--- config.mk ---
export PLATFORM = sky130hd
export DESIGN_NAME = fdsm_top
export DESIGN_NICKNAME = d
export VERILOG_FILES = /design/src/fdsm_pkg.sv /design/src/fdsm_top.sv
export VERILOG_INCLUDE_DIRS = /design/src
export SDC_FILE = /design/constraint.sdc
export NUM_CORES = 1
export LEC_CHECK = 0
export ABC_AREA = 1
export BUFFER_PORTS_ARGS = -buffer_cell sky130_fd_sc_hd__buf_2
export CAP_MARGIN = 30
export CORE_ASPECT_RATIO = 2
export CORE_UTILIZATION = 52
export CTS_BUF_LIST = sky130_fd_sc_hd__clkbuf_4 sky130_fd_sc_hd__clkbuf_8 sky130_fd_sc_hd__clkbuf_16
export CTS_CLUSTER_SIZE = 40
export DETAILED_ROUTE_END_ITERATION = 10
export PLACE_DENSITY = 0.79
export SLEW_MARGIN = 20
export SYNTH_ARGS = -nofsm -noshare
export SYNTH_HDL_FRONTEND = slang
export SYNTH_SLANG_ARGS = --single-unit
--- constraint.sdc ---
create_clock -name MCLK -period 7.7 [get_ports MCLK]
set_clock_uncertainty 0.15 [all_clocks]
set_input_delay 1.54 -clock MCLK [delete_from_list [all_inputs] [get_ports MCLK]]
set_output_delay 1.54 -clock MCLK [all_outputs]
set_load 0.05 [all_outputs]
--- src/fdsm_consts.svh ---
// register offsets, field positions, reset values and counts for the
// fractional divider and spread modulation block
// assumes inclusion by bare name from the top module
`ifndef FDSM_CONSTS_SVH
`define FDSM_CONSTS_SVH

`define FDSM_ADDR_SS_CTRL 8'h10
`define FDSM_ADDR_SS_PER_LO 8'h11
`define FDSM_ADDR_DIV_INT 8'h12
`define FDSM_ADDR_DIV_FR_HI 8'h13
`define FDSM_ADDR_DIV_FR_LO 8'h14
`define FDSM_ADDR_SS_STEP_HI 8'h15
`define FDSM_ADDR_SS_STEP_LO 8'h16
`define FDSM_ADDR_FB_DIV 8'h1F
`define FDSM_ADDR_IDIV_A_LO 8'h20
`define FDSM_ADDR_IDIV_B_LO 8'h21
`define FDSM_ADDR_IDIV_HI 8'h22
`define FDSM_ADDR_MULT_SEL 8'h24

`define FDSM_SS_EN_BIT 7
`define FDSM_MULT_EN_BIT 2

`define FDSM_RST_BYTE 8'h00
`define FDSM_RST_CTRL 5'h00
`define FDSM_RST_MULT 3'h0

// multiplier in quarter units
`define FDSM_MULT_Q_00 4'h1
`define FDSM_MULT_Q_01 4'h4
`define FDSM_MULT_Q_10 4'h5
`define FDSM_MULT_Q_11 4'h8

`define FDSM_PRE_DIV 2
`define FDSM_STEP_FRAC_BITS 24
`define FDSM_DIV_FRAC_BITS 16

`endif

--- src/fdsm_pkg.sv ---
// types shared by the fractional divider and spread modulation block
// assumes fdsm_consts.svh is on the include path
package fdsm_pkg;
	typedef enum logic [2:0] {
		FDSM_IDLE = 3'b001,
		FDSM_DOWN = 3'b010,
		FDSM_UP = 3'b100
	} fdsm_state_e;

	typedef struct packed {
		logic ss_en;
		logic [11:0] period;
		logic [15:0] step;
		logic [7:0] div_int;
		logic [15:0] div_frac;
	} fdsm_cfg_s;
endpackage

--- src/fdsm_top.sv ---
// fractional output divider with triangular spread modulation, its
// register bank, multiplier selection and integer divider settings
// assumes a byte register port driven by an i2c slave on MCLK and a
// one-cycle STEP_TICK per fractional divider output cycle, same clock
//
// Operation
// - divider: 8-bit integer, 16-bit fraction high first
// - fixed divide-by-two ahead of fractional divider
// - feedback and integer divider values held, exported
// - spread enable bit gates modulation, enables multiplier
// - 12-bit half-period split across two registers
// - 16-bit step sets ramp slope, high first
// - selector picks x0.25, x1, x1.25, x2
// - triangle modulation rate tracks output frequency
// - only fractional path is ever modulated
// - modulated divider never exceeds programmed base
// - one step per output cycle, half-count doubled
`timescale 1ns/1ps
`include "fdsm_consts.svh"

module fdsm_top (
	// clock and reset
	input wire logic MCLK,
	input wire logic RESET_N,
	// register port
	input wire logic [7:0] REG_ADDR,
	input wire logic [7:0] REG_WDATA,
	input wire logic REG_WE,
	input wire logic REG_RE,
	output logic [7:0] REG_RDATA,
	output logic REG_RVALID,
	// time step
	input wire logic STEP_TICK,
	// fractional path
	output logic [23:0] EFF_DIVIDER,
	output logic [24:0] TOTAL_DIVISION,
	output logic MOD_ACTIVE,
	output logic RAMP_UP,
	output logic [1:0] MULT_SELECT,
	output logic [3:0] MULT_QUARTERS,
	output logic MULT_ENABLE,
	// integer path
	output logic [7:0] FEEDBACK_DIVIDER,
	output logic [11:0] INT_DIVIDER_A,
	output logic [11:0] INT_DIVIDER_B
);
	import fdsm_pkg::*;

	logic [4:0] spread_ctrl_period_high, next_spread_ctrl_period_high;
	logic [7:0] spread_period_low, next_spread_period_low;
	logic [7:0] divider_integer_part, next_divider_integer_part;
	logic [7:0] divider_fraction_high, next_divider_fraction_high;
	logic [7:0] divider_fraction_low, next_divider_fraction_low;
	logic [7:0] spread_step_high, next_spread_step_high;
	logic [7:0] spread_step_low, next_spread_step_low;
	logic [7:0] feedback_divider, next_feedback_divider;
	logic [7:0] int_div_a_low, next_int_div_a_low;
	logic [7:0] int_div_b_low, next_int_div_b_low;
	logic [7:0] int_div_high, next_int_div_high;
	logic [2:0] multiplier_select, next_multiplier_select;
	logic [7:0] rdata, next_rdata;
	logic rvalid, next_rvalid;

	fdsm_cfg_s cfg;
	fdsm_state_e state, next_state;
	logic [31:0] offset, next_offset;
	logic [12:0] count, next_count;
	logic [23:0] eff, next_eff;
	logic [3:0] next_mult_q;
	logic [12:0] half_steps;
	logic [12:0] count_inc;
	logic [31:0] base;
	logic [31:0] step_ext;

	// ctrl register keeps the bit-7 enable in bit 4 and period[11:8] in bits 3..0
	always_comb begin
		cfg.ss_en = spread_ctrl_period_high[4];
		cfg.period = {spread_ctrl_period_high[3:0], spread_period_low};
		cfg.step = {spread_step_high, spread_step_low};
		cfg.div_int = divider_integer_part;
		cfg.div_frac = {divider_fraction_high, divider_fraction_low};
	end

	// register writes and reads
	always_comb begin
		next_spread_ctrl_period_high = spread_ctrl_period_high;
		next_spread_period_low = spread_period_low;
		next_divider_integer_part = divider_integer_part;
		next_divider_fraction_high = divider_fraction_high;
		next_divider_fraction_low = divider_fraction_low;
		next_spread_step_high = spread_step_high;
		next_spread_step_low = spread_step_low;
		next_feedback_divider = feedback_divider;
		next_int_div_a_low = int_div_a_low;
		next_int_div_b_low = int_div_b_low;
		next_int_div_high = int_div_high;
		next_multiplier_select = multiplier_select;
		if (REG_WE) begin
			case (REG_ADDR)
				`FDSM_ADDR_SS_CTRL: begin
					next_spread_ctrl_period_high = {REG_WDATA[`FDSM_SS_EN_BIT],
						REG_WDATA[3:0]};
				end
				`FDSM_ADDR_SS_PER_LO: next_spread_period_low = REG_WDATA;
				`FDSM_ADDR_DIV_INT: next_divider_integer_part = REG_WDATA;
				`FDSM_ADDR_DIV_FR_HI: next_divider_fraction_high = REG_WDATA;
				`FDSM_ADDR_DIV_FR_LO: next_divider_fraction_low = REG_WDATA;
				`FDSM_ADDR_SS_STEP_HI: next_spread_step_high = REG_WDATA;
				`FDSM_ADDR_SS_STEP_LO: next_spread_step_low = REG_WDATA;
				`FDSM_ADDR_FB_DIV: next_feedback_divider = REG_WDATA;
				`FDSM_ADDR_IDIV_A_LO: next_int_div_a_low = REG_WDATA;
				`FDSM_ADDR_IDIV_B_LO: next_int_div_b_low = REG_WDATA;
				`FDSM_ADDR_IDIV_HI: next_int_div_high = REG_WDATA;
				`FDSM_ADDR_MULT_SEL: next_multiplier_select = REG_WDATA[2:0];
				default: begin
				end
			endcase
		end
		next_rvalid = REG_RE;
		next_rdata = rdata;
		if (REG_RE) begin
			case (REG_ADDR)
				`FDSM_ADDR_SS_CTRL: begin
					next_rdata = {spread_ctrl_period_high[4], 3'h0,
						spread_ctrl_period_high[3:0]};
				end
				`FDSM_ADDR_SS_PER_LO: next_rdata = spread_period_low;
				`FDSM_ADDR_DIV_INT: next_rdata = divider_integer_part;
				`FDSM_ADDR_DIV_FR_HI: next_rdata = divider_fraction_high;
				`FDSM_ADDR_DIV_FR_LO: next_rdata = divider_fraction_low;
				`FDSM_ADDR_SS_STEP_HI: next_rdata = spread_step_high;
				`FDSM_ADDR_SS_STEP_LO: next_rdata = spread_step_low;
				`FDSM_ADDR_FB_DIV: next_rdata = feedback_divider;
				`FDSM_ADDR_IDIV_A_LO: next_rdata = int_div_a_low;
				`FDSM_ADDR_IDIV_B_LO: next_rdata = int_div_b_low;
				`FDSM_ADDR_IDIV_HI: next_rdata = int_div_high;
				`FDSM_ADDR_MULT_SEL: next_rdata = {5'h00, multiplier_select};
				default: next_rdata = 8'h00;
			endcase
		end
	end

	always_ff @(posedge MCLK) begin
		if (!RESET_N) begin
			spread_ctrl_period_high <= `FDSM_RST_CTRL;
			spread_period_low <= `FDSM_RST_BYTE;
			divider_integer_part <= `FDSM_RST_BYTE;
			divider_fraction_high <= `FDSM_RST_BYTE;
			divider_fraction_low <= `FDSM_RST_BYTE;
			spread_step_high <= `FDSM_RST_BYTE;
			spread_step_low <= `FDSM_RST_BYTE;
			feedback_divider <= `FDSM_RST_BYTE;
			int_div_a_low <= `FDSM_RST_BYTE;
			int_div_b_low <= `FDSM_RST_BYTE;
			int_div_high <= `FDSM_RST_BYTE;
			multiplier_select <= `FDSM_RST_MULT;
			rdata <= `FDSM_RST_BYTE;
			rvalid <= 1'b0;
		end else begin
			spread_ctrl_period_high <= next_spread_ctrl_period_high;
			spread_period_low <= next_spread_period_low;
			divider_integer_part <= next_divider_integer_part;
			divider_fraction_high <= next_divider_fraction_high;
			divider_fraction_low <= next_divider_fraction_low;
			spread_step_high <= next_spread_step_high;
			spread_step_low <= next_spread_step_low;
			feedback_divider <= next_feedback_divider;
			int_div_a_low <= next_int_div_a_low;
			int_div_b_low <= next_int_div_b_low;
			int_div_high <= next_int_div_high;
			multiplier_select <= next_multiplier_select;
			rdata <= next_rdata;
			rvalid <= next_rvalid;
		end
	end

	// modulation engine; divider kept with 24 fraction bits to match step
	always_comb begin
		base = {cfg.div_int, cfg.div_frac, 8'h00};
		step_ext = {16'h0000, cfg.step};
		half_steps = {cfg.period, 1'b0};
		count_inc = count + 13'h0001;
		next_state = state;
		next_offset = offset;
		next_count = count;
		case (state)
			FDSM_IDLE: begin
				next_offset = 32'h0000_0000;
				next_count = 13'h0000;
				if (cfg.ss_en && half_steps != 13'h0000) begin
					next_state = FDSM_DOWN;
				end
			end
			FDSM_DOWN: begin
				if (STEP_TICK) begin
					next_offset = offset + step_ext;
					next_count = count_inc;
					if (count_inc >= half_steps) begin
						next_state = FDSM_UP;
						next_count = 13'h0000;
					end
				end
			end
			FDSM_UP: begin
				if (STEP_TICK) begin
					// clamp keeps the divider at or under base
					next_offset = (offset >= step_ext) ?
						offset - step_ext : 32'h0000_0000;
					next_count = count_inc;
					if (count_inc >= half_steps) begin
						next_state = FDSM_DOWN;
						next_count = 13'h0000;
					end
				end
			end
			default: begin
				next_state = FDSM_IDLE;
				next_offset = 32'h0000_0000;
				next_count = 13'h0000;
			end
		endcase
		// disabled spread ignores period and step entirely
		if (!cfg.ss_en || half_steps == 13'h0000) begin
			next_state = FDSM_IDLE;
			next_offset = 32'h0000_0000;
			next_count = 13'h0000;
		end
		// offset can never pass base, so the difference never wraps
		if (next_offset > base) begin
			next_offset = base;
		end
		next_eff = base[31:8] - next_offset[31:8];
		case (multiplier_select[1:0])
			2'b00: next_mult_q = `FDSM_MULT_Q_00;
			2'b01: next_mult_q = `FDSM_MULT_Q_01;
			2'b10: next_mult_q = `FDSM_MULT_Q_10;
			2'b11: next_mult_q = `FDSM_MULT_Q_11;
			default: next_mult_q = `FDSM_MULT_Q_01;
		endcase
	end

	always_ff @(posedge MCLK) begin
		if (!RESET_N) begin
			state <= FDSM_IDLE;
			offset <= 32'h0000_0000;
			count <= 13'h0000;
			eff <= 24'h000000;
		end else begin
			state <= next_state;
			offset <= next_offset;
			count <= next_count;
			eff <= next_eff;
		end
	end

	// output registers
	always_ff @(posedge MCLK) begin
		if (!RESET_N) begin
			EFF_DIVIDER <= 24'h000000;
			TOTAL_DIVISION <= 25'h0000000;
			MOD_ACTIVE <= 1'b0;
			RAMP_UP <= 1'b0;
			MULT_SELECT <= 2'h0;
			MULT_QUARTERS <= `FDSM_MULT_Q_00;
			MULT_ENABLE <= 1'b0;
			FEEDBACK_DIVIDER <= `FDSM_RST_BYTE;
			INT_DIVIDER_A <= 12'h000;
			INT_DIVIDER_B <= 12'h000;
			REG_RDATA <= `FDSM_RST_BYTE;
			REG_RVALID <= 1'b0;
		end else begin
			EFF_DIVIDER <= eff;
			TOTAL_DIVISION <= {eff, 1'b0};
			MOD_ACTIVE <= (state != FDSM_IDLE);
			RAMP_UP <= (state == FDSM_UP);
			MULT_SELECT <= multiplier_select[1:0];
			// quarters move in the same cycle as MULT_SELECT
			MULT_QUARTERS <= next_mult_q;
			// stays on until the engine is idle, so it covers MOD_ACTIVE
			MULT_ENABLE <= multiplier_select[`FDSM_MULT_EN_BIT] |
				cfg.ss_en | (state != FDSM_IDLE);
			FEEDBACK_DIVIDER <= feedback_divider;
			// integer path taken straight from registers, never modulated
			INT_DIVIDER_A <= {int_div_high[3:0], int_div_a_low};
			INT_DIVIDER_B <= {int_div_high[7:4], int_div_b_low};
			REG_RDATA <= rdata;
			REG_RVALID <= rvalid;
		end
	end
endmodule

==> flow_metrics.env <==
export IMPL_peakVddDrop_v=0.000268
export IMPL_syn_avg_cell_area_um2=6.88
export IMPL_r2r_start="spread_step_low[2]"
export IMPL_max_freq_mhz=141
export IMPL_gr_total_overflow=0
export IMPL_worstMarginPinSlew_ns=1.01
export IMPL_synth_area_mm2=0.0142
export IMPL_clk_latency_ns=0.53
export IMPL_fillers=2628
export IMPL_r2r_end="eff[20]"
export IMPL_clkSinkCount=242
export IMPL_io_pins=120
export IMPL_slew_limit_headroom_pct=32.4
export IMPL_yosys_warnings=0
export IMPL_synth_edf_count=0
export IMPL_hpwlAfterDp_mm=38.4
export IMPL_cts_reportedPaths_clkPinSlew_ns=0.07
export IMPL_final_common_cell="nand2_1"
export IMPL_ys_flop_type="dfxtp_1"
export IMPL_required_ns=7.97
export IMPL_gp_congestion=1.00
export IMPL_place_area_mm2=0.0148
export IMPL_cp_max_fo=24
export IMPL_grtUsageTotal_pct=35.2
export IMPL_status="complete, but fails checks"
export IMPL_synthCells=2058
export IMPL_layout_common_cells="375 x nand2_1, 301 x inv_1, 242 x dfxtp_1, 208 x a21oi_1, 193 x nor2_1"
export IMPL_area_growth_syn_to_layout_pct=9.47
export IMPL_critical_path_class="flop to flop"
export IMPL_fin_hold_ws_ns=0.263
export IMPL_fp_coreArea_mm2=0.0268
export IMPL_start_util_pct=52.8
export IMPL_min_period_ns=7.09
export IMPL_yosysSeqAreaShare_pct=34.2
export IMPL_ff2ff_path_depth=39
export IMPL_timing_setup_tns_ns=0
export IMPL_die_width_um=119
export IMPL_power_density_mw_per_mm2=181
export IMPL_grt_pass1_wl_mm=75.5
export IMPL_rrSetupSlack_ns=0.61
export IMPL_vias_per_cell=5.71
export IMPL_cts_root_buf="clkbuf_16"
export IMPL_ant_nets=0
export IMPL_wl_per_cell_um=19.7
export IMPL_crit_end="eff[20]"
export IMPL_antenna_found_initial=2
export IMPL_period_share_pct=92.1
export IMPL_clock_path_buffers=3
export IMPL_cts_buffers=21
export IMPL_io_buffers=117
export IMPL_maxCapViolCount=0
export IMPL_chipHeight_um=235
export IMPL_drc_errors=2
export IMPL_design_area_mm2=0.0155
export IMPL_vias=14200
export IMPL_worst_ep_arrival_time_ns=7.36
export IMPL_synthArstFlopShare_pct=0
export IMPL_power_leakage_nw=7.83
export IMPL_endpoint_kind="flop"
export IMPL_failed_checks="design-rule violations"
export IMPL_drt_iter0_markers=973
export IMPL_finalMaxSlewViolations=0
export IMPL_cts_tree="built"
export IMPL_wl_mm=49.0
export IMPL_grt_start_max_net_pins=112
export IMPL_fin_util_pct=57.8
export IMPL_grt_pass1_vias=13900
export IMPL_min_from="eff[5]"
export IMPL_drive_gt1_share_pct=11.2
export IMPL_crit_start="spread_step_low[2]"
export IMPL_dieArea_mm2=0.0279
export IMPL_setup_violations=0
export IMPL_cpMaxStageDelayCell="inv_1"
export IMPL_fin_nets=2233
export IMPL_firstDrtPassIters=9
export IMPL_crit_path_start_kind="flop"
export IMPL_hold_viol=0
export IMPL_rsz0062_at_grt="no"
export IMPL_max_stage_delay_ns=0.51
export IMPL_cts_max_level=1
export IMPL_yosysUniqueCellTypes=56
export IMPL_p_total_mw=2.81
export IMPL_synth_seq_cells=242
export IMPL_hold_path_class="flop to flop"
export IMPL_rows=85
export IMPL_crit_top_cell="nand2_1"
-- how the worst min path moves through the flow --
stage                                     to  slack, ns  cells after the start
after CTS                  TOTAL_DIVISION[4]       0.27                      2
after detailed placement  TOTAL_DIVISION[20]       0.25                      2
after floorplan                   REG_RVALID       0.24                      2
final                      TOTAL_DIVISION[6]       0.26                      2
after global routing            REG_RDATA[5]       0.29                      2
after global placement    TOTAL_DIVISION[12]       0.25                      2
-- synth_stat cells, types with 20 or more instances --
cell	count	area share, %
o22ai_1	23	1.0
nor3_1	33	1.2
buf_4	27	1.4
a21oi_1	208	7.4
nand2_1	375	9.9
dfxtp_1	242	34
nand4_1	23	1.0
nor2_1	193	5.1
ha_1	94	8.3
inv_1	301	8.0
nand3_1	120	4.2
clkbuf_1	46	1.2
o21ai_0	154	5.4
a221oi_1	20	1.2
-- power breakdown --
group	total, mW	leakage (nW)	internal (mW)	switching (mW)
clock	1.05	0.332	0.550	0.496
combinational	0.452	5.54	0.115	0.337
sequential	1.32	1.96	1.29	0.0221
-- repair_timing --
item,in CTS,in global routing
setup buffers,0,0
hold buffers,0,0
setup endpoints to repair,0,10
resized for setup,0,9
-- kinds of logic (layout without fill, tap and decap cells) --
logic type                 after synthesis  after routing  synth area share, %
AOI/OAI and AO/OA                      481            481                 19.1
xor gates and xnor gates                16             16                0.989
adders and majority gates               97             97                 8.73
buffers and inverters                  411            482                 11.8
DFF                                    242            242                 34.2
other                                    1              4               0.0265
and+or+nand+nor                        810            810                 25.2
-- layer usage --
layer / wire length [um] / global-route usage (%) / part of all wire, %
met5: 0 / 0 / 0
met4: 4580 / 29.5 / 9.4
met3: 2280 / 3.51 / 4.7
met2: 25500 / 65.8 / 52
met1: 16600 / 34.0 / 34
-- stage by stage --
| step | worst slack (ns) | instances |
|---|---|---|
| after detailed placement | 0.433 | 2440 |
| after CTS | 0.639 | 2478 |
| after global placement | 0.485 | 2439 |
| after floorplan | 1.84 | 2059 |
| after global routing | 0.0563 | 2480 |
| final | 0.606 | 2480 |
-- registers in the layout, indices dropped and copies added (netlist names), 12 cells and up --
signal	cells
INT_DIVIDER_A	12
TOTAL_DIVISION	24
INT_DIVIDER_B	12
offset	32
eff	24
count	13
-- critical path: cells and delay by family, from the launching register on --
family | cells | cell delay (ns)
AO/OA/AOI/OAI | 10 | 1.83
adder cells (fa/ha/maj) | 4 | 1.40
buffers and inverters | 6 | 1.04
flip-flops | 1 | 0.40
AND/OR/NAND/NOR | 19 | 2.15
-- final cells by class --
cell class | count | area (um^2) | area share [%]
Antenna cell | 2 | 5.00 | 0.0323
Clock buffer | 27 | 589 | 3.80
Clock inverter | 11 | 75.1 | 0.484
Inverter | 315 | 1180 | 7.63
Multi-Input combinational cell | 1406 | 7690 | 49.6
Sequential cell | 242 | 4840 | 31.2
Tap cell | 348 | 435 | 2.81
Timing Repair Buffer | 129 | 682 | 4.40
No activity file was read; power rests on OpenSTA's default activity.
